<file path="src/chan2_dt_pkg.sv">
// constants, field layout and state codes for the channel 2 override block
// assumes a single 250 MHz timer clock and a word-wide register port
//
// Summary of operation
// - select bit 0 takes off-state and dead-time settings from the shared register, 1 from this one.
// - the select bit is written only while the shared lock level is 00.
// - with primary output enable set, run off-state 0 disables both outputs, 1 enables both, and a low channel enable gives its inactive level.
// - with primary output enable clear, idle off-state 0 disables both outputs, 1 enables each output whose channel enable is set.
// - run and idle off-state bits ignore writes while the lock level is 10 or 11.
// - the configured dead time delays the activating edge of each output transition.
// - code bits 7:5 of 0xx give a dead time of the whole code in base periods.
// - code bits 7:5 of 10x give 64 plus bits 5:0, times two base periods.
// - code bits 7:5 of 110 give 32 plus bits 4:0, times eight base periods.
// - code bits 7:5 of 111 give 32 plus bits 4:0, times sixteen base periods.
// - the dead-time code is written only while the lock level is 00.
// - the override register sits at byte offset 0x84 and is reached by whole words.
// - the override register resets to all zeros.

package chan2_dt_pkg;

	// ****************************************
	// register map
	// ****************************************
	localparam int          ADDR_W      = 8;
	localparam int          DATA_W      = 32;
	localparam logic [7:0]  OFS_OVERRIDE = 8'h84;
	localparam logic [7:0]  OFS_STATUS   = 8'h90;
	localparam logic [31:0] OVERRIDE_RST = 32'h0000_0000;

	// override register fields
	localparam int BIT_SELECT   = 31;
	localparam int BIT_RUN_OFF  = 11;
	localparam int BIT_IDLE_OFF = 10;
	localparam int CODE_MSB     = 7;
	localparam int CODE_LSB     = 0;

	// status register fields
	localparam int BIT_ST_MAIN  = 0;
	localparam int BIT_ST_COMPL = 1;
	localparam int BIT_ST_BUSY  = 2;
	localparam int BIT_ST_SRC   = 3;
	localparam int ST_LEN_LSB   = 4;
	localparam int ST_LEN_MSB   = 13;

	// lock levels
	localparam logic [1:0] LOCK_OPEN = 2'b00;

	// ****************************************
	// dead-time timing
	// ****************************************
	localparam int         DT_LEN_W     = 10;
	localparam int         CLK_PERIOD_NS = 4;
	localparam int         DTS_PERIOD_NS = 4;
	localparam logic [3:0] DTS_CYCLES    = 4'(DTS_PERIOD_NS / CLK_PERIOD_NS);

	// dead-time inserter states
	typedef enum logic [1:0] {
		DT_LOW       = 2'b00,
		DT_WAIT_HIGH = 2'b01,
		DT_HIGH      = 2'b10,
		DT_WAIT_LOW  = 2'b11
	} dt_state_t;

endpackage

</file>
<file path="src/chan2_deadtime_offstate_override.sv">
// channel 2 off-state and dead-time override, with its register and output gating
// assumes all inputs are synchronous to core_clk_i and the shared register lives outside
`timescale 1ns/1ns
`default_nettype none

module chan2_deadtime_offstate_override (
	// clock, reset, enable
	input  wire logic        core_clk_i,
	input  wire logic        rst_n_i,
	input  wire logic        clk_en_i,
	// register port
	input  wire logic [7:0]  addr_i,
	input  wire logic [31:0] wdata_i,
	input  wire logic        wr_i,
	input  wire logic        rd_i,
	output logic      [31:0] rdata_o,
	// shared break and dead-time register fields
	input  wire logic [1:0]  lock_level_i,
	input  wire logic        shared_run_off_state_i,
	input  wire logic        shared_idle_off_state_i,
	input  wire logic [7:0]  shared_dead_time_code_i,
	input  wire logic        primary_output_enable_i,
	// channel control
	input  wire logic        chan2_main_enable_i,
	input  wire logic        chan2_compl_enable_i,
	input  wire logic        chan2_output_mode_i,
	input  wire logic        chan2_ref_i,
	// channel outputs
	output logic             chan2_main_out_o,
	output logic             chan2_main_oe_o,
	output logic             chan2_compl_out_o,
	output logic             chan2_compl_oe_o
);

	// ****************************************
	// register fields
	// ****************************************
	logic        override_select_reg;
	logic        run_off_state_reg;
	logic        idle_off_state_reg;
	logic [7:0]  dead_time_code_reg;

	logic        wr_override;
	logic        lock_open;
	logic        lock_high;

	// effective settings after the source choice
	logic        eff_run_off;
	logic        eff_idle_off;
	logic [7:0]  eff_code;
	logic [9:0]  dt_length;

	// inserter outputs
	logic        main_raw;
	logic        compl_raw;
	logic        dt_busy;

	// output gating
	logic        out_enabled;
	logic        main_oe_next;
	logic        compl_oe_next;
	logic        main_out_next;
	logic        compl_out_next;

	// ****************************************
	// register write decode
	// ****************************************

	// only whole-word writes at the one offset exist on this port
	assign wr_override = clk_en_i && wr_i && (addr_i == chan2_dt_pkg::OFS_OVERRIDE);
	assign lock_open   = (lock_level_i == chan2_dt_pkg::LOCK_OPEN);
	assign lock_high   = lock_level_i[1];

	// select bit, writable only with the lock fully open
	always_ff @(posedge core_clk_i) begin
		if (!rst_n_i) begin
			override_select_reg <= chan2_dt_pkg::OVERRIDE_RST[chan2_dt_pkg::BIT_SELECT];
		end else if (wr_override && lock_open) begin
			override_select_reg <= wdata_i[chan2_dt_pkg::BIT_SELECT];
		end
	end

	// off-state bits survive lock level 01 but freeze at 10 and 11
	always_ff @(posedge core_clk_i) begin
		if (!rst_n_i) begin
			run_off_state_reg  <= chan2_dt_pkg::OVERRIDE_RST[chan2_dt_pkg::BIT_RUN_OFF];
			idle_off_state_reg <= chan2_dt_pkg::OVERRIDE_RST[chan2_dt_pkg::BIT_IDLE_OFF];
		end else if (wr_override && !lock_high) begin
			run_off_state_reg  <= wdata_i[chan2_dt_pkg::BIT_RUN_OFF];
			idle_off_state_reg <= wdata_i[chan2_dt_pkg::BIT_IDLE_OFF];
		end
	end

	// dead-time code, writable only with the lock fully open
	always_ff @(posedge core_clk_i) begin
		if (!rst_n_i) begin
			dead_time_code_reg <= chan2_dt_pkg::OVERRIDE_RST[chan2_dt_pkg::CODE_MSB:chan2_dt_pkg::CODE_LSB];
		end else if (wr_override && lock_open) begin
			dead_time_code_reg <= wdata_i[chan2_dt_pkg::CODE_MSB:chan2_dt_pkg::CODE_LSB];
		end
	end

	// ****************************************
	// register read
	// ****************************************

	// reserved bits are not stored, so they always read back as their reset zero
	always_ff @(posedge core_clk_i) begin
		if (!rst_n_i) begin
			rdata_o <= 32'h0000_0000;
		end else if (clk_en_i) begin
			rdata_o <= 32'h0000_0000;
			if (rd_i && addr_i == chan2_dt_pkg::OFS_OVERRIDE) begin
				rdata_o[chan2_dt_pkg::BIT_SELECT]   <= override_select_reg;
				rdata_o[chan2_dt_pkg::BIT_RUN_OFF]  <= run_off_state_reg;
				rdata_o[chan2_dt_pkg::BIT_IDLE_OFF] <= idle_off_state_reg;
				rdata_o[chan2_dt_pkg::CODE_MSB:chan2_dt_pkg::CODE_LSB] <= dead_time_code_reg;
			end else if (rd_i && addr_i == chan2_dt_pkg::OFS_STATUS) begin
				rdata_o[chan2_dt_pkg::BIT_ST_MAIN]  <= chan2_main_out_o;
				rdata_o[chan2_dt_pkg::BIT_ST_COMPL] <= chan2_compl_out_o;
				rdata_o[chan2_dt_pkg::BIT_ST_BUSY]  <= dt_busy;
				rdata_o[chan2_dt_pkg::BIT_ST_SRC]   <= override_select_reg;
				rdata_o[chan2_dt_pkg::ST_LEN_MSB:chan2_dt_pkg::ST_LEN_LSB] <= dt_length;
			end
		end
	end

	// ****************************************
	// source selection and dead time
	// ****************************************

	// the whole group switches source at once so no mixed settings appear
	assign eff_run_off  = override_select_reg ? run_off_state_reg  : shared_run_off_state_i;
	assign eff_idle_off = override_select_reg ? idle_off_state_reg : shared_idle_off_state_i;
	assign eff_code     = override_select_reg ? dead_time_code_reg : shared_dead_time_code_i;

	dt_code_decoder u_decoder (
		.code_i   (eff_code),
		.length_o (dt_length)
	);

	dt_edge_delay u_delay (
		.core_clk_i  (core_clk_i),
		.rst_n_i     (rst_n_i),
		.clk_en_i    (clk_en_i),
		.ref_i       (chan2_ref_i),
		.length_i    (dt_length),
		.main_raw_o  (main_raw),
		.compl_raw_o (compl_raw),
		.busy_o      (dt_busy)
	);

	// ****************************************
	// off-state gating
	// ****************************************

	// run mode uses the run bit, idle mode the idle bit; input mode never drives
	assign out_enabled = chan2_output_mode_i &&
	                     (primary_output_enable_i ? eff_run_off : eff_idle_off);

	// in run mode an enabled pin whose channel enable is low drives its inactive level; in idle mode that pin is disabled
	always_comb begin
		main_oe_next   = out_enabled && (primary_output_enable_i || chan2_main_enable_i);
		compl_oe_next  = out_enabled && (primary_output_enable_i || chan2_compl_enable_i);
		main_out_next  = out_enabled && primary_output_enable_i
		                 && chan2_main_enable_i && main_raw;
		compl_out_next = out_enabled && primary_output_enable_i
		                 && chan2_compl_enable_i && compl_raw;
	end

	// registered pins keep the gating glitch free
	always_ff @(posedge core_clk_i) begin
		if (!rst_n_i) begin
			chan2_main_out_o  <= 1'b0;
			chan2_main_oe_o   <= 1'b0;
			chan2_compl_out_o <= 1'b0;
			chan2_compl_oe_o  <= 1'b0;
		end else if (clk_en_i) begin
			chan2_main_out_o  <= main_out_next;
			chan2_main_oe_o   <= main_oe_next;
			chan2_compl_out_o <= compl_out_next;
			chan2_compl_oe_o  <= compl_oe_next;
		end
	end

	// ****************************************
	// assertions
	// ****************************************

	a_select_lock_hold: assert property (@(posedge core_clk_i) disable iff (!rst_n_i)
		wr_override && !lock_open |=> $stable(override_select_reg))
		else $error("select bit changed while locked");

	a_select_write_open: assert property (@(posedge core_clk_i) disable iff (!rst_n_i)
		wr_override && lock_open |=> override_select_reg == $past(wdata_i[31]))
		else $error("select bit not written while open");

	a_offstate_lock_hold: assert property (@(posedge core_clk_i) disable iff (!rst_n_i)
		wr_override && lock_level_i[1] |=> $stable(run_off_state_reg) && $stable(idle_off_state_reg))
		else $error("off-state bits changed at high lock");

	a_partial_write_mix: assert property (@(posedge core_clk_i) disable iff (!rst_n_i)
		wr_override && lock_level_i == 2'b01
		|=> $stable(dead_time_code_reg) && run_off_state_reg == $past(wdata_i[11]))
		else $error("partial lock write wrong");

	a_code_lock_hold: assert property (@(posedge core_clk_i) disable iff (!rst_n_i)
		wr_override && !lock_open |=> $stable(dead_time_code_reg))
		else $error("dead-time code changed while locked");

	a_reset_zero_state: assert property (@(posedge core_clk_i)
		!rst_n_i |=> !override_select_reg && !run_off_state_reg
		             && !idle_off_state_reg && dead_time_code_reg == 8'h00)
		else $error("override register not zero after reset");

	a_run_disable_pins: assert property (@(posedge core_clk_i) disable iff (!rst_n_i)
		clk_en_i && primary_output_enable_i && !eff_run_off
		|=> !chan2_main_oe_o && !chan2_compl_oe_o && !chan2_main_out_o)
		else $error("run off-state 0 did not disable outputs");

	a_idle_disable_pins: assert property (@(posedge core_clk_i) disable iff (!rst_n_i)
		clk_en_i && !primary_output_enable_i && !eff_idle_off
		|=> !chan2_main_oe_o && !chan2_compl_oe_o)
		else $error("idle off-state 0 did not disable outputs");

	a_source_follow: assert property (@(posedge core_clk_i) disable iff (!rst_n_i)
		!override_select_reg && shared_dead_time_code_i == 8'h05 |-> dt_length == 10'h005)
		else $error("shared code not used with select clear");

	a_decode_short: assert property (@(posedge core_clk_i) disable iff (!rst_n_i)
		!eff_code[7] |-> dt_length == {2'h0, eff_code})
		else $error("short code length wrong");

	a_decode_double: assert property (@(posedge core_clk_i) disable iff (!rst_n_i)
		eff_code[7:6] == 2'b10 |-> dt_length == 10'((7'd64 + eff_code[5:0]) * 2))
		else $error("double step length wrong");

	a_decode_eight: assert property (@(posedge core_clk_i) disable iff (!rst_n_i)
		eff_code[7:5] == 3'b110 |-> dt_length == 10'((6'd32 + eff_code[4:0]) * 8))
		else $error("eight step length wrong");

	a_decode_sixteen: assert property (@(posedge core_clk_i) disable iff (!rst_n_i)
		eff_code[7:5] == 3'b111 |-> dt_length == 10'((6'd32 + eff_code[4:0]) * 16))
		else $error("sixteen step length wrong");

	a_no_overlap_pins: assert property (@(posedge core_clk_i) disable iff (!rst_n_i)
		!(chan2_main_out_o && chan2_compl_out_o))
		else $error("main and complement high together");

	a_dead_gap_two: assert property (@(posedge core_clk_i) disable iff (!rst_n_i)
		clk_en_i && compl_raw && dt_length == 10'd2 && chan2_ref_i
		##1 clk_en_i[*2] |-> !main_raw)
		else $error("main drive came before the dead time");

	a_read_reserved_zero: assert property (@(posedge core_clk_i) disable iff (!rst_n_i)
		clk_en_i && rd_i && addr_i == chan2_dt_pkg::OFS_OVERRIDE
		|=> rdata_o[30:12] == 19'h0 && rdata_o[9:8] == 2'h0)
		else $error("reserved bits read nonzero");

	c_override_taken: cover property (@(posedge core_clk_i) disable iff (!rst_n_i)
		wr_override && lock_open && wdata_i[31]);

	c_run_mode_drive: cover property (@(posedge core_clk_i) disable iff (!rst_n_i)
		chan2_main_out_o ##[1:40] chan2_compl_out_o);

	c_long_dead_time: cover property (@(posedge core_clk_i) disable iff (!rst_n_i)
		eff_code[7:5] == 3'b111 && dt_busy);

	c_idle_enabled: cover property (@(posedge core_clk_i) disable iff (!rst_n_i)
		!primary_output_enable_i && chan2_main_oe_o);

endmodule

`default_nettype wire

</file>
<file path="src/dt_code_decoder.sv">
// piecewise decode of the 8-bit dead-time code into base periods
// assumes the code is stable for the cycle it is used in
`timescale 1ns/1ns
`default_nettype none

module dt_code_decoder (
	// code in
	input  wire logic [7:0]                      code_i,
	// length out, in base periods
	output logic      [chan2_dt_pkg::DT_LEN_W-1:0] length_o
);

	// widest result is 63 * 16 = 1008, which fits ten bits
	function automatic logic [chan2_dt_pkg::DT_LEN_W-1:0] decode_len(input logic [7:0] c);
		logic [chan2_dt_pkg::DT_LEN_W-1:0] r;
		r = '0;
		if (!c[7]) begin
			r = {2'h0, c};
		end else if (!c[6]) begin
			r = {2'h0, 1'h1, c[5:0], 1'h0};
		end else if (!c[5]) begin
			r = {1'h0, 1'h1, c[4:0], 3'h0};
		end else begin
			r = {1'h1, c[4:0], 4'h0};
		end
		return r;
	endfunction

	// pure combinational decode
	assign length_o = decode_len(code_i);

endmodule

`default_nettype wire

</file>
<file path="src/dt_edge_delay.sv">
// dead-time inserter: splits one reference into main and complement drives
// assumes ref_i is synchronous to core_clk_i
`timescale 1ns/1ns
`default_nettype none

module dt_edge_delay (
	// clock and reset
	input  wire logic                              core_clk_i,
	input  wire logic                              rst_n_i,
	input  wire logic                              clk_en_i,
	// reference and length
	input  wire logic                              ref_i,
	input  wire logic [chan2_dt_pkg::DT_LEN_W-1:0] length_i,
	// raw drives
	output logic                                   main_raw_o,
	output logic                                   compl_raw_o,
	output logic                                   busy_o
);

	chan2_dt_pkg::dt_state_t              state_reg;
	logic [chan2_dt_pkg::DT_LEN_W-1:0]    cnt_reg;
	logic [3:0]                           pre_reg;
	logic                                 tick;

	// base period prescaler on the timer clock
	assign tick = (pre_reg == 4'h0);

	always_ff @(posedge core_clk_i) begin
		if (!rst_n_i) begin
			pre_reg <= 4'h0;
		end else if (clk_en_i) begin
			pre_reg <= tick ? 4'(chan2_dt_pkg::DTS_CYCLES - 4'h1) : 4'(pre_reg - 4'h1);
		end
	end

	// a reference edge starts a wait of length_i base periods before the new drive
	always_ff @(posedge core_clk_i) begin
		if (!rst_n_i) begin
			state_reg <= chan2_dt_pkg::DT_LOW;
			cnt_reg   <= '0;
		end else if (clk_en_i) begin
			case (state_reg)
				chan2_dt_pkg::DT_LOW: begin
					if (ref_i) begin
						cnt_reg   <= length_i;
						state_reg <= (length_i == '0) ? chan2_dt_pkg::DT_HIGH
						                              : chan2_dt_pkg::DT_WAIT_HIGH;
					end
				end
				chan2_dt_pkg::DT_WAIT_HIGH: begin
					if (!ref_i) begin
						cnt_reg   <= length_i; // pulse shorter than dead time
						state_reg <= chan2_dt_pkg::DT_WAIT_LOW;
					end else if (tick) begin
						cnt_reg <= cnt_reg - 1'b1;
						if (cnt_reg <= 10'h001) begin
							state_reg <= chan2_dt_pkg::DT_HIGH;
						end
					end
				end
				chan2_dt_pkg::DT_HIGH: begin
					if (!ref_i) begin
						cnt_reg   <= length_i;
						state_reg <= (length_i == '0) ? chan2_dt_pkg::DT_LOW
						                              : chan2_dt_pkg::DT_WAIT_LOW;
					end
				end
				chan2_dt_pkg::DT_WAIT_LOW: begin
					if (ref_i) begin
						cnt_reg   <= length_i;
						state_reg <= chan2_dt_pkg::DT_WAIT_HIGH;
					end else if (tick) begin
						cnt_reg <= cnt_reg - 1'b1;
						if (cnt_reg <= 10'h001) begin
							state_reg <= chan2_dt_pkg::DT_LOW;
						end
					end
				end
				default: begin
					state_reg <= chan2_dt_pkg::DT_LOW;
				end
			endcase
		end
	end

	// drives are decoded from state so neither side ever overlaps the other
	assign main_raw_o  = (state_reg == chan2_dt_pkg::DT_HIGH);
	assign compl_raw_o = (state_reg == chan2_dt_pkg::DT_LOW);
	assign busy_o      = state_reg[0];

endmodule

`default_nettype wire
</file>
<file path="config.mk">
export PLATFORM = sky130hd
export DESIGN_NAME = chan2_deadtime_offstate_override
export DESIGN_NICKNAME = d
export VERILOG_FILES = /design/src/chan2_dt_pkg.sv /design/src/chan2_deadtime_offstate_override.sv /design/src/dt_code_decoder.sv /design/src/dt_edge_delay.sv
export SDC_FILE = /design/constraint.sdc
export NUM_CORES = 1
export LEC_CHECK = 0
export BUFFER_PORTS_ARGS = -buffer_cell sky130_fd_sc_hd__buf_2
export CAP_MARGIN = 20
export CORE_MARGIN = 2
export CORE_UTILIZATION = 54
export CTS_BUF_LIST = sky130_fd_sc_hd__clkbuf_8 sky130_fd_sc_hd__clkbuf_16
export CTS_CLUSTER_SIZE = 20
export DETAILED_ROUTE_END_ITERATION = 16
export PLACE_DENSITY = 0.92
export SLEW_MARGIN = 20
export SYNTH_ARGS = -nofsm -noshare
export SYNTH_HDL_FRONTEND = slang
export SYNTH_SLANG_ARGS = --single-unit
</file>
<file path="constraint.sdc">
create_clock -name core_clk_i -period 5 [get_ports core_clk_i]
set_input_delay 0.75 -clock core_clk_i [delete_from_list [all_inputs] [get_ports core_clk_i]]
set_output_delay 0.75 -clock core_clk_i [all_outputs]
set_load 0.005 [all_outputs]
</file>
==> run_results.csv, run 1 <==
group,metric,value,unit
run_status,status,"finished clean",
cts,clock_sinks,46,
timing,tightest_slew,1.03,ns
final_layout,fin_util,0.631,
final_layout,nFillCells,426,
die,initial_utilization,0.565,
global_route,grt_pass1_vias,2438,
route,drc,0,
worst_setup_path,critical_path.startpoint,"override_select_reg",
yosys,ys_warn_count,0,
worst_setup_path,slowest_delay,1.01,ns
die,pin_count,98,
timing,fin_worst_skew,0.00482,ns
cts,cts_hold_buf,0,
cts,clk_pin_slew,0.09,ns
place,dp_cells,421,
final_layout,layout.cells.non_filler,429,
place,dp_hpwl,4920,um
die,die_area,0.00559,mm^2
timing,min_period,2.70,ns
hold_path,hold_class,"register to register",
yosys,ys_seq_area_frac,0.341,
die,die_height,74.8,um
worst_setup_path,worst_setup_path_start_kind,"register",
final_layout,syn_to_final_growth,11.6,%
route,drt_wl_total,6790,um
global_route,antenna_found_initial,0,
route,vias_per_cell,6.08,
route,wire_per_inst,15.8,um
global_route,grt_pass1_wl,11100,um
final_layout,final_area,0.00302,mm^2
die,core_area,0.00479,mm^2
yosys,synth_area_per_cell,8.67,um^2
timing,fmax,0.370,GHz
pwr,power_density,243,mW/mm^2
job,drv_cap,0,
worst_setup_path,arrival,2.89,ns
timing,setup_tns,0,ns
cts,cts_resized,0,
cts,htreeDepth,2,
timing,rsz0062_at_grt,"false",
timing,drv_slew,0,
yosys,async_reset_ff_frac,0,
place,io_buffers,59,
worst_setup_path,worstSetupPathType,"register to register",
yosys,netlist_instances,312,
final_layout,largest_reg_flops,15,
worst_setup_path,reg2reg_from,"override_select_reg",
route,drtIter0Drc,322,
global_route,overflow,0,
worst_setup_path,cpMostUsedCell,"nor3_1",
worst_setup_path,cp_slowest_cell,"dfxtp_1",
cts,ctsLongestPathBuffers,2,
final_layout,fin_nets,425,
final_layout,final_common_cell,"buf_2",
final_layout,drive_gt1_frac,0.227,
yosys,synth-seq-cells,46,
cts,clk_latency,0.30,ns
final_layout,n_antenna_cell,0,
worst_setup_path,crit_required,5.19,ns
place,gp_congestion,0.975,
cts,post_cts_buffers,0,
pwr,ir_worst_vdd,0.000174,V
route,ant_nets,0,
die,num_rows,25,
yosys,synth_ff_type,"dfxtp_1",
worst_setup_path,critPathMaxFanout,25,
worst_setup_path,endpoint,"u_delay.cnt_reg[4]",
die,die_width,74.8,um
worst_setup_path,r2r-end,"u_delay.cnt_reg[4]",
cts,cts_tree,"built",
pwr,leakagePower,1.19,nW
worst_setup_path,end_kind,"register",
place,placed_cell_area,0.00293,mm^2
timing,slew_headroom,0.312,
pwr,total_power,0.734,mW
route,vias,2608,
yosys,synth_cell_types,57,
global_route,track_usage,0.255,
worst_setup_path,reg2reg_slack,2.30,ns
final_layout,final_cell_mix,"buf_2, dfxtp_1, nor2b_1",
worst_setup_path,path_cells,"mux2i_1 -> nor3_1 -> a221oi_1 -> nor3_1 -> or3_1",
timing,setup-violations-final,0,
cts,cts_root_buf,"clkbuf_8",
cts,cts_inserted_buffers,5,
timing,hold_violations,0,
yosys,synth_edf_count,0,
global_route,grt_max_degree,52,
route,first_pass_iters,5,
yosys,syn-cell-area,0.00270,mm^2
worst_setup_path,reg2reg_depth,5,
timing,min_period_over_period,0.541,
routing by layer:
layer | vias up | track usage | part of all wire
li1 | 1221 | - | -
met1 | 1221 | 0.334 | 0.42
met2 | 147 | 0.427 | 0.46
met3 | 19 | 0.0495 | 0.088
met4 | 0 | 0.0833 | 0.024
met5 | - | 0 | 0
cell families (layout without fill, tap and decap cells):
group,count (synthesis),after routing,synth area share
simple gates,121,121,0.255
xor+xnor,2,2,0.00648
buf+inv,36,70,0.0838
compound gates,76,76,0.193
mux,28,28,0.111
fa+ha+maj,2,2,0.00925
flops,46,46,0.341
other cells,1,17,0.00139
report_power, final:
group / internal [mW] / switching, mW
clock: 0.0983 / 0.132
combinational: 0.0487 / 0.0709
sequential: 0.374 / 0.00996
total: 0.521 / 0.213
worst max-delay path: cells and delay by family, from the launching register on:
kind | cells | cell delay [ns]
flip-flops | 1 | 1.01
multiplexers | 1 | 0.68
AND/OR/NAND/NOR | 3 | 0.52
AO/OA/AOI/OAI | 1 | 0.37
final cells by class:
type                            count  area, um^2  share of cell area
Inverter                            3        11.3             0.00373
Clock buffer                        5        68.8              0.0228
Tap cell                           67        83.8              0.0278
Timing Repair Buffer               59         295              0.0978
Sequential cell                    46         921               0.305
Clock inverter                      3        21.3             0.00705
Multi-Input combinational cell    246        1620               0.536
how the worst min path moves through the flow:
stage | start | end | slack [ns] | depth (start not counted)
6_report | rdata_o[12] | rdata_o[12] | 0.48 | 2
5_1_grt | rdata_o[9] | rdata_o[9] | 0.51 | 2
4_1_cts | rdata_o[12] | rdata_o[12] | 0.48 | 2
3_5_place_dp | rdata_o[9] | rdata_o[9] | 0.47 | 2
3_3_place_gp | rdata_o[11] | rdata_o[11] | 0.46 | 2
2_1_floorplan | rdata_o[11] | rdata_o[11] | 0.45 | 2
through the flow:
stage	hold slack [ns]	setup slack [ns]
2_1_floorplan	0.449	2.88
3_3_place_gp	0.461	2.51
3_5_place_dp	0.466	2.44
4_1_cts	0.480	2.41
5_1_grt	0.511	2.22
6_report	0.475	2.30
cell usage after synthesis (2+ instances only):
library cell   n  share of area
nor4b_1        2         0.0065
or4_1          2         0.0056
nand2b_1       5          0.012
and3_1         2         0.0046
o2111ai_1      3         0.0097
nor2_1         9          0.012
ha_1           2         0.0093
or4_4          2         0.0083
mux2_2         6          0.025
inv_1          2         0.0028
o31ai_1        2         0.0056
nor4_1         7          0.016
dfxtp_1       46           0.34
buf_2          2         0.0037
or3_1          2         0.0046
o21a_1         2         0.0056
a31oi_1        3         0.0069
nand2_1       21          0.029
a21boi_0       9          0.025
clkbuf_1      11          0.015
nand3_1       10          0.019
xor2_1         2         0.0065
buf_4         17          0.047
nor2b_1       30          0.069
o21ai_0       16          0.030
a222oi_1       7          0.026
a211oi_1       2         0.0056
nand4_1        5          0.012
a22oi_1        3         0.0083
o211ai_1       2         0.0056
mux2i_1       21          0.078
nor3_1        12          0.022
buf_6          2         0.0083
o22ai_1        2         0.0046
and2_1         3         0.0069
a221oi_1       2         0.0065
a21oi_1       16          0.030
(Power assumes the default switching activity.)
==> inputs of run 2 (changes only) <==
--- a/config.mk
+++ b/config.mk
@@ -8,11 +8,11 @@
 export BUFFER_PORTS_ARGS = -buffer_cell sky130_fd_sc_hd__buf_2
 export CAP_MARGIN = 20
 export CORE_MARGIN = 2
-export CORE_UTILIZATION = 54
+export CORE_UTILIZATION = 50
 export CTS_BUF_LIST = sky130_fd_sc_hd__clkbuf_8 sky130_fd_sc_hd__clkbuf_16
 export CTS_CLUSTER_SIZE = 20
 export DETAILED_ROUTE_END_ITERATION = 16
-export PLACE_DENSITY = 0.92
+export PLACE_DENSITY = 0.87
 export SLEW_MARGIN = 20
 export SYNTH_ARGS = -nofsm -noshare
 export SYNTH_HDL_FRONTEND = slang
==> constraint.sdc (replaced) <==
create_clock -name core_clk_i -period 2.55 [get_ports core_clk_i]
set_input_delay 0.3825 -clock core_clk_i [delete_from_list [all_inputs] [get_ports core_clk_i]]
set_output_delay 0.3825 -clock core_clk_i [all_outputs]
set_load 0.005 [all_outputs]
==> run 2 against run 1 <==
  * Worst hold slack got worse by 0.14 ns
  * Clock power rose by 82%
  * Global-route usage fell by 3.3 points
  * Sequential share of layout area fell by 0.75 points
  * Critical path depth did not move
  * Combinational power rose by 100%
  * Die area rose by 7.6%
  * Via count rose by 1.8%
  * Worst setup slack got worse by 2.1 ns
  * Critical path type unchanged
==> run_results.csv, run 2 (same netlist as run 1, synthesis figures left out) <==
group,metric,value,unit
worst_setup_path,cp_slowest_cell,"dfxtp_1",
die,die_area,0.00601,mm^2
run_status,status,"finished clean",
global_route,grt_pass1_wl,10800,um
worst_setup_path,end_kind,"register",
cts,cts_hold_buf,0,
place,pre_cts_slack,0.312,ns
cts,cts_resized,0,
die,num_rows,26,
worst_setup_path,slowest_delay,0.77,ns
final_layout,fin_nets,436,
pwr,power_density,457,mW/mm^2
final_layout,syn_to_final_growth,14.4,%
cts,cts_inserted_buffers,5,
worst_setup_path,worstSetupPathType,"register to register",
cts,clk_latency,0.30,ns
global_route,grtUsageMet3,0.0326,
route,drtIter0Drc,320,
worst_setup_path,arrival,2.50,ns
pwr,leakagePower,1.24,nW
timing,setup_tns,0,ns
place,io_buffers,59,
job,drv_cap,0,
route,wire_per_inst,15.3,um
timing,rsz0062_at_grt,"false",
timing,drv_slew,0,
route,vias_per_cell,6.00,
timing,holdWs,0.337,ns
cts,cts_tree,"built",
route,drc,0,
final_layout,drive_gt1_frac,0.245,
route,vias,2654,
hold_path,hold_class,"input pin to register",
global_route,grt_pass1_vias,2297,
place,gp_congestion,0.973,
final_layout,nFillCells,465,
worst_setup_path,crit_required,2.74,ns
die,die_width,77.5,um
worst_setup_path,worst_setup_path_start_kind,"register",
timing,tightest_slew,0.690,ns
timing,worst_slack,0.243,ns
worst_setup_path,path_cells,"mux2i_1 -> nor2_1 -> o21ai_0 -> nor3_1 -> o31a_1",
global_route,grtUsageMet1,0.311,
final_layout,final_cell_mix,"buf_2, dfxtp_1, nor2b_1",
final_layout,n_antenna_cell,0,
timing,min_period_over_period,0.905,
timing,hold_violations,0,
cts,post_cts_buffers,0,
timing,fin_worst_skew,0.00584,ns
global_route,track_usage,0.222,
timing,slew_headroom,0.539,
die,core_area,0.00517,mm^2
timing,min_period,2.31,ns
timing,setup-violations-final,0,
global_route,top_usage_layer,"met2",
route,ant_nets,0,
die,pin_count,98,
cts,clock_sinks,46,
cts,clk_pin_slew,0.08,ns
cts,htreeDepth,2,
cts,cts_root_buf,"clkbuf_8",
place,dp_hpwl,5030,um
pwr,ir_worst_vdd,0.000341,V
final_layout,largest_reg_flops,15,
die,die_height,77.5,um
route,drt_wl_total,6770,um
global_route,antenna_found_initial,0,
timing,fmax,0.434,GHz
final_layout,final_common_cell,"buf_2",
worst_setup_path,reg2reg_slack,0.24,ns
die,initial_utilization,0.523,
cts,ctsLongestPathBuffers,2,
global_route,grt_max_degree,51,
pwr,total_power,1.42,mW
route,first_pass_iters,6,
global_route,overflow,0,
worst_setup_path,critPathMaxFanout,16,
global_route,grt_use_met2,0.355,
-- run 2: routing by layer --
layer / wire [um] / vias up
met5: 0 / -
met4: 95 / 0
met3: 536 / 13
met2: 3130 / 140
met1: 3010 / 1253
li1: - / 1248
-- run 2: critical path, delay by kind of cell, from the launching register on --
family           cells  cell delay [ns]
multiplexers         1             0.57
AO/OA/AOI/OAI        2             0.70
flip-flops           1             0.77
AND/OR/NAND/NOR      2             0.15
-- run 2: layout make-up --
class                           count  area [um^2]  area share
Clock inverter                      2         11.3     0.00364
Inverter                            3         11.3     0.00364
Multi-Input combinational cell    246         1620       0.522
Clock buffer                        5         68.8      0.0222
Timing Repair Buffer               70          378       0.122
Tap cell                           70         87.6      0.0283
Sequential cell                    46          921       0.298
-- run 2: metrics by stage --
stage	cells	instance area [um^2]	utilization
floorplan	328	2760	-
global placement	435	3010	0.583
detailed placement	435	3010	0.583
CTS	442	3090	0.598
global route	442	3090	0.598
finish	442	3090	0.598
-- run 2: worst paths after layout --
| kind | cells after the start | endpoint | from |
|---|---|---|---|
| setup reg to reg | 5 | u_delay.cnt_reg[6] | override_select_reg |
| setup / recovery | 5 | u_delay.cnt_reg[6] | override_select_reg |
| hold reg to reg | 2 | rdata_o[10] | rdata_o[10] |
| hold / removal | 3 | run_off_state_reg | wdata_i[11] |
-- run 2: where the power goes --
part | total, mW | internal (mW) | switching, mW
sequential | 0.754 | 0.734 | 0.0207
combinational | 0.242 | 0.101 | 0.141
clock | 0.419 | 0.184 | 0.235
==> inputs of run 3 (changes only) <==
--- a/config.mk
+++ b/config.mk
@@ -5,6 +5,7 @@
 export SDC_FILE = /design/constraint.sdc
 export NUM_CORES = 1
 export LEC_CHECK = 0
+export ABC_AREA = 1
 export BUFFER_PORTS_ARGS = -buffer_cell sky130_fd_sc_hd__buf_2
 export CAP_MARGIN = 20
 export CORE_MARGIN = 2
@@ -12,7 +13,7 @@
 export CTS_BUF_LIST = sky130_fd_sc_hd__clkbuf_8 sky130_fd_sc_hd__clkbuf_16
 export CTS_CLUSTER_SIZE = 20
 export DETAILED_ROUTE_END_ITERATION = 16
-export PLACE_DENSITY = 0.87
+export PLACE_DENSITY = 0.86
 export SLEW_MARGIN = 20
 export SYNTH_ARGS = -nofsm -noshare
 export SYNTH_HDL_FRONTEND = slang
==> run 3 against run 2 <==
  * Global-route usage rose by 1.3 points
  * Sequential power about the same
  * Synthesized cell count increased by 34%
  * Final cell count up 23%
  * Utilization down 0.15 points
  * Register-to-register slack better by 0.29 ns
  * Largest cell class unchanged
==> run_results.csv, run 3 <==
group,metric,value,unit
run_status,status,"finished clean",
pwr,p_switching,0.474,mW
worst_setup_path,reg2reg_slack,0.53,ns
yosys,synth_edf_count,0,
global_route,grt_pass1_wl,11600,um
hold_path,min_to,"run_off_state_reg",
yosys,synth_area_leaders,"dfxtp_1, nand2_1, a21oi_1",
global_route,grt_pass1_vias,2645,
final_layout,final_cell_mix,"nand2_1, buf_2, dfxtp_1",
final_layout,n_antenna_cell,0,
final_layout,layout.cells.non_filler,544,
route,drc,0,
worst_setup_path,crit_required,2.75,ns
place,dp_hpwl,5170,um
global_route,antenna_found_initial,0,
final_layout,nFillCells,499,
worst_setup_path,cpMostUsedCell,"nand2_1",
worst_setup_path,reg2reg_depth,10,
final_layout,syn_to_final_growth,13.2,%
timing,drv_slew,0,
timing,slew_headroom,0.472,
timing,min_period,2.02,ns
worst_setup_path,r2r-end,"u_delay.state_reg[1]",
die,initial_utilization,0.527,
route,drtIter0Drc,274,
pwr,ir_worst_vdd,0.000294,V
final_layout,fin_util,0.597,
worst_setup_path,end_kind,"register",
place,io_buffers,59,
pwr,power.internal,1.04,mW
hold_path,hold_class,"input pin to register",
pwr,power_density,491,mW/mm^2
final_layout,largest_reg_flops,15,
timing,fin_worst_skew,0.00804,ns
yosys,synth_cell_types,37,
timing,rsz0062_at_grt,"false",
pwr,power_frac_seq,0.499,
cts,cts_tree,"built",
global_route,grt_max_degree,25,
timing,holdWs,0.344,ns
final_layout,final_common_cell,"nand2_1",
cts,htreeDepth,2,
die,die_height,77.8,um
pwr,leakagePower,1.45,nW
yosys,synth_ff_type,"dfxtp_1",
yosys,synthSimpleGateAreaFrac,0.292,
worst_setup_path,worstSetupPathType,"register to register",
yosys,synth_area_per_cell,6.54,um^2
pwr,p_comb_frac,0.199,
cts,cts_inserted_buffers,5,
cts,post_cts_buffers,0,
worst_setup_path,critPathMaxFanout,13,
yosys,syn-cell-area,0.00273,mm^2
pwr,clock_power_share,0.302,
yosys,ys_warn_count,0,
die,core_area,0.00517,mm^2
worst_setup_path,path_cells,"inv_1 -> nand2_1 -> nand2_1 -> a21oi_1 -> a21oi_1 -> nor2_1 -> nand2_1 -> nand2_1 -> a21oi_1 -> nor2_1",
yosys,synth_compound_area_frac,0.198,
yosys,synthXorXnorAreaFrac,0.0161,
yosys,async_reset_ff_frac,0,
route,vias,2897,
yosys,synth_commonest_cells,"nand2_1, dfxtp_1, inv_1",
pwr,switching_share,0.313,
cts,cts_hold_buf,0,
worst_setup_path,reg2reg_from,"override_select_reg",
yosys,synth_top_family_by_area,"simple AND/OR/NAND/NOR gates",
worst_setup_path,worst_setup_path_start_kind,"register",
job,drv_cap,0,
worst_setup_path,slowest_delay,0.34,ns
yosys,synth_fa_ha_area_frac,0.00918,
global_route,track_usage,0.235,
timing,hold_violations,0,
die,die_width,77.8,um
cts,clk_latency,0.31,ns
worst_setup_path,arrival,2.22,ns
cts,clk_pin_slew,0.09,ns
hold_path,min_from,"wdata_i[11]",
cts,cts_resized,0,
timing,setup_tns,0,ns
die,pin_count,98,
place,dp_cells,536,
place,gp_congestion,0.929,
timing,min_period_over_period,0.791,
yosys,synth_top_cell_by_area,"dfxtp_1",
worst_setup_path,cp_slowest_cell,"a21oi_1",
final_layout,drive_gt1_frac,0.188,
timing,fmax,0.496,GHz
die,num_rows,26,
final_layout,seqCellArea,921,um^2
route,ant_nets,0,
hold_path,hold_depth,3,
route,drt_wl_total,6850,um
timing,setup-violations-final,0,
final_layout,multi_input_area,0.00147,mm^2
yosys,netlist.area_leader.share,0.338,
cts,cts_root_buf,"clkbuf_8",
route,wire_per_inst,12.6,um
yosys,synth-seq-cells,46,
cts,clock_sinks,46,
cts,ctsLongestPathBuffers,2,
yosys,netlist_instances,417,
yosys,yosysMostFrequentCell,"nand2_1",
global_route,overflow,0,
die,die_area,0.00606,mm^2
final_layout,fin_nets,537,
route,first_pass_iters,5,
timing,tightest_slew,0.791,ns
yosys,synth_mux_area_frac,0,
route,vias_per_cell,5.33,
yosys,ys_seq_area_frac,0.338,
run 3: cell types whose count changed after synthesis, sizes merged, moves of 7 or more:
cell / before / now
nand3: 10 / 29
inv: 3 / 45
a21boi: 9 / 0
nand2: 21 / 119
a222oi: 7 / 0
o21ai: 17 / 34
mux2i: 21 / 0
nor2b: 30 / 0
nor3: 12 / 4
a21oi: 16 / 34
nor2: 10 / 34
run 3: how the worst max path moves through the flow:
stage	start	end	cells after the start	slack (ns)
2_1_floorplan	addr_i[6]	dead_time_code_reg[6]	9	0.94
5_1_grt	override_select_reg	u_delay.state_reg[1]	14	0.35
4_1_cts	override_select_reg	u_delay.state_reg[1]	10	0.60
3_5_place_dp	addr_i[6]	dead_time_code_reg[7]	8	0.62
3_3_place_gp	addr_i[3]	dead_time_code_reg[1]	8	0.69
6_report	override_select_reg	u_delay.state_reg[1]	10	0.53
run 3: layout make-up:
class | instances | share of cell area
Multi-Input combinational cell | 308 | 0.475
Sequential cell | 46 | 0.298
Timing Repair Buffer | 66 | 0.113
Inverter | 46 | 0.0559
Tap cell | 70 | 0.0284
Clock buffer | 5 | 0.0223
Clock inverter | 3 | 0.00689
run 3: power by group through the flow:
stage          registers, mW  clock network [mW]  logic, mW
6_report               0.757               0.458      0.302
5_1_grt                0.760               0.493      0.341
3_3_place_gp           0.771                   0      0.289
3_5_place_dp           0.773                   0      0.294
4_1_cts                0.756               0.461      0.297
2_1_floorplan          0.768                   0      0.230
run 3: metrics by stage:
step | worst slack (ns) | instance area, um^2 | power, mW
2_1_floorplan | 0.938 | 2790 | 0.998
5_1_grt | 0.346 | 3090 | 1.59
3_3_place_gp | 0.692 | 3000 | 1.06
4_1_cts | 0.596 | 3090 | 1.51
6_report | 0.533 | 3090 | 1.52
3_5_place_dp | 0.616 | 3000 | 1.07
run 3: worst max-delay path: cells and delay by family (launching register included):
kind                   cells  cell delay (ns)
AND/OR/NAND/NOR            6             0.68
AO/OA/AOI/OAI              3             0.61
flip-flops                 1             0.32
buffers and inverters      1             0.30
run 3: layer usage:
metal / GRT usage / up-vias / wire [um]
met5: 0 / - / 0
met4: 0.0839 / 0 / 174
met3: 0.0523 / 18 / 515
met2: 0.392 / 125 / 3280
met1: 0.297 / 1319 / 2880
li1: - / 1435 / -
run 3: logic make-up (layout without fill, tap and decap cells):
kind of cell	after synthesis	in the layout
AOI/OAI and AO/OA	93	93
xor gates and xnor gates	5	5
adders and majority gates	2	2
buffers and inverters	79	120
DFF	46	46
other	1	17
and+or+nand+nor	191	191
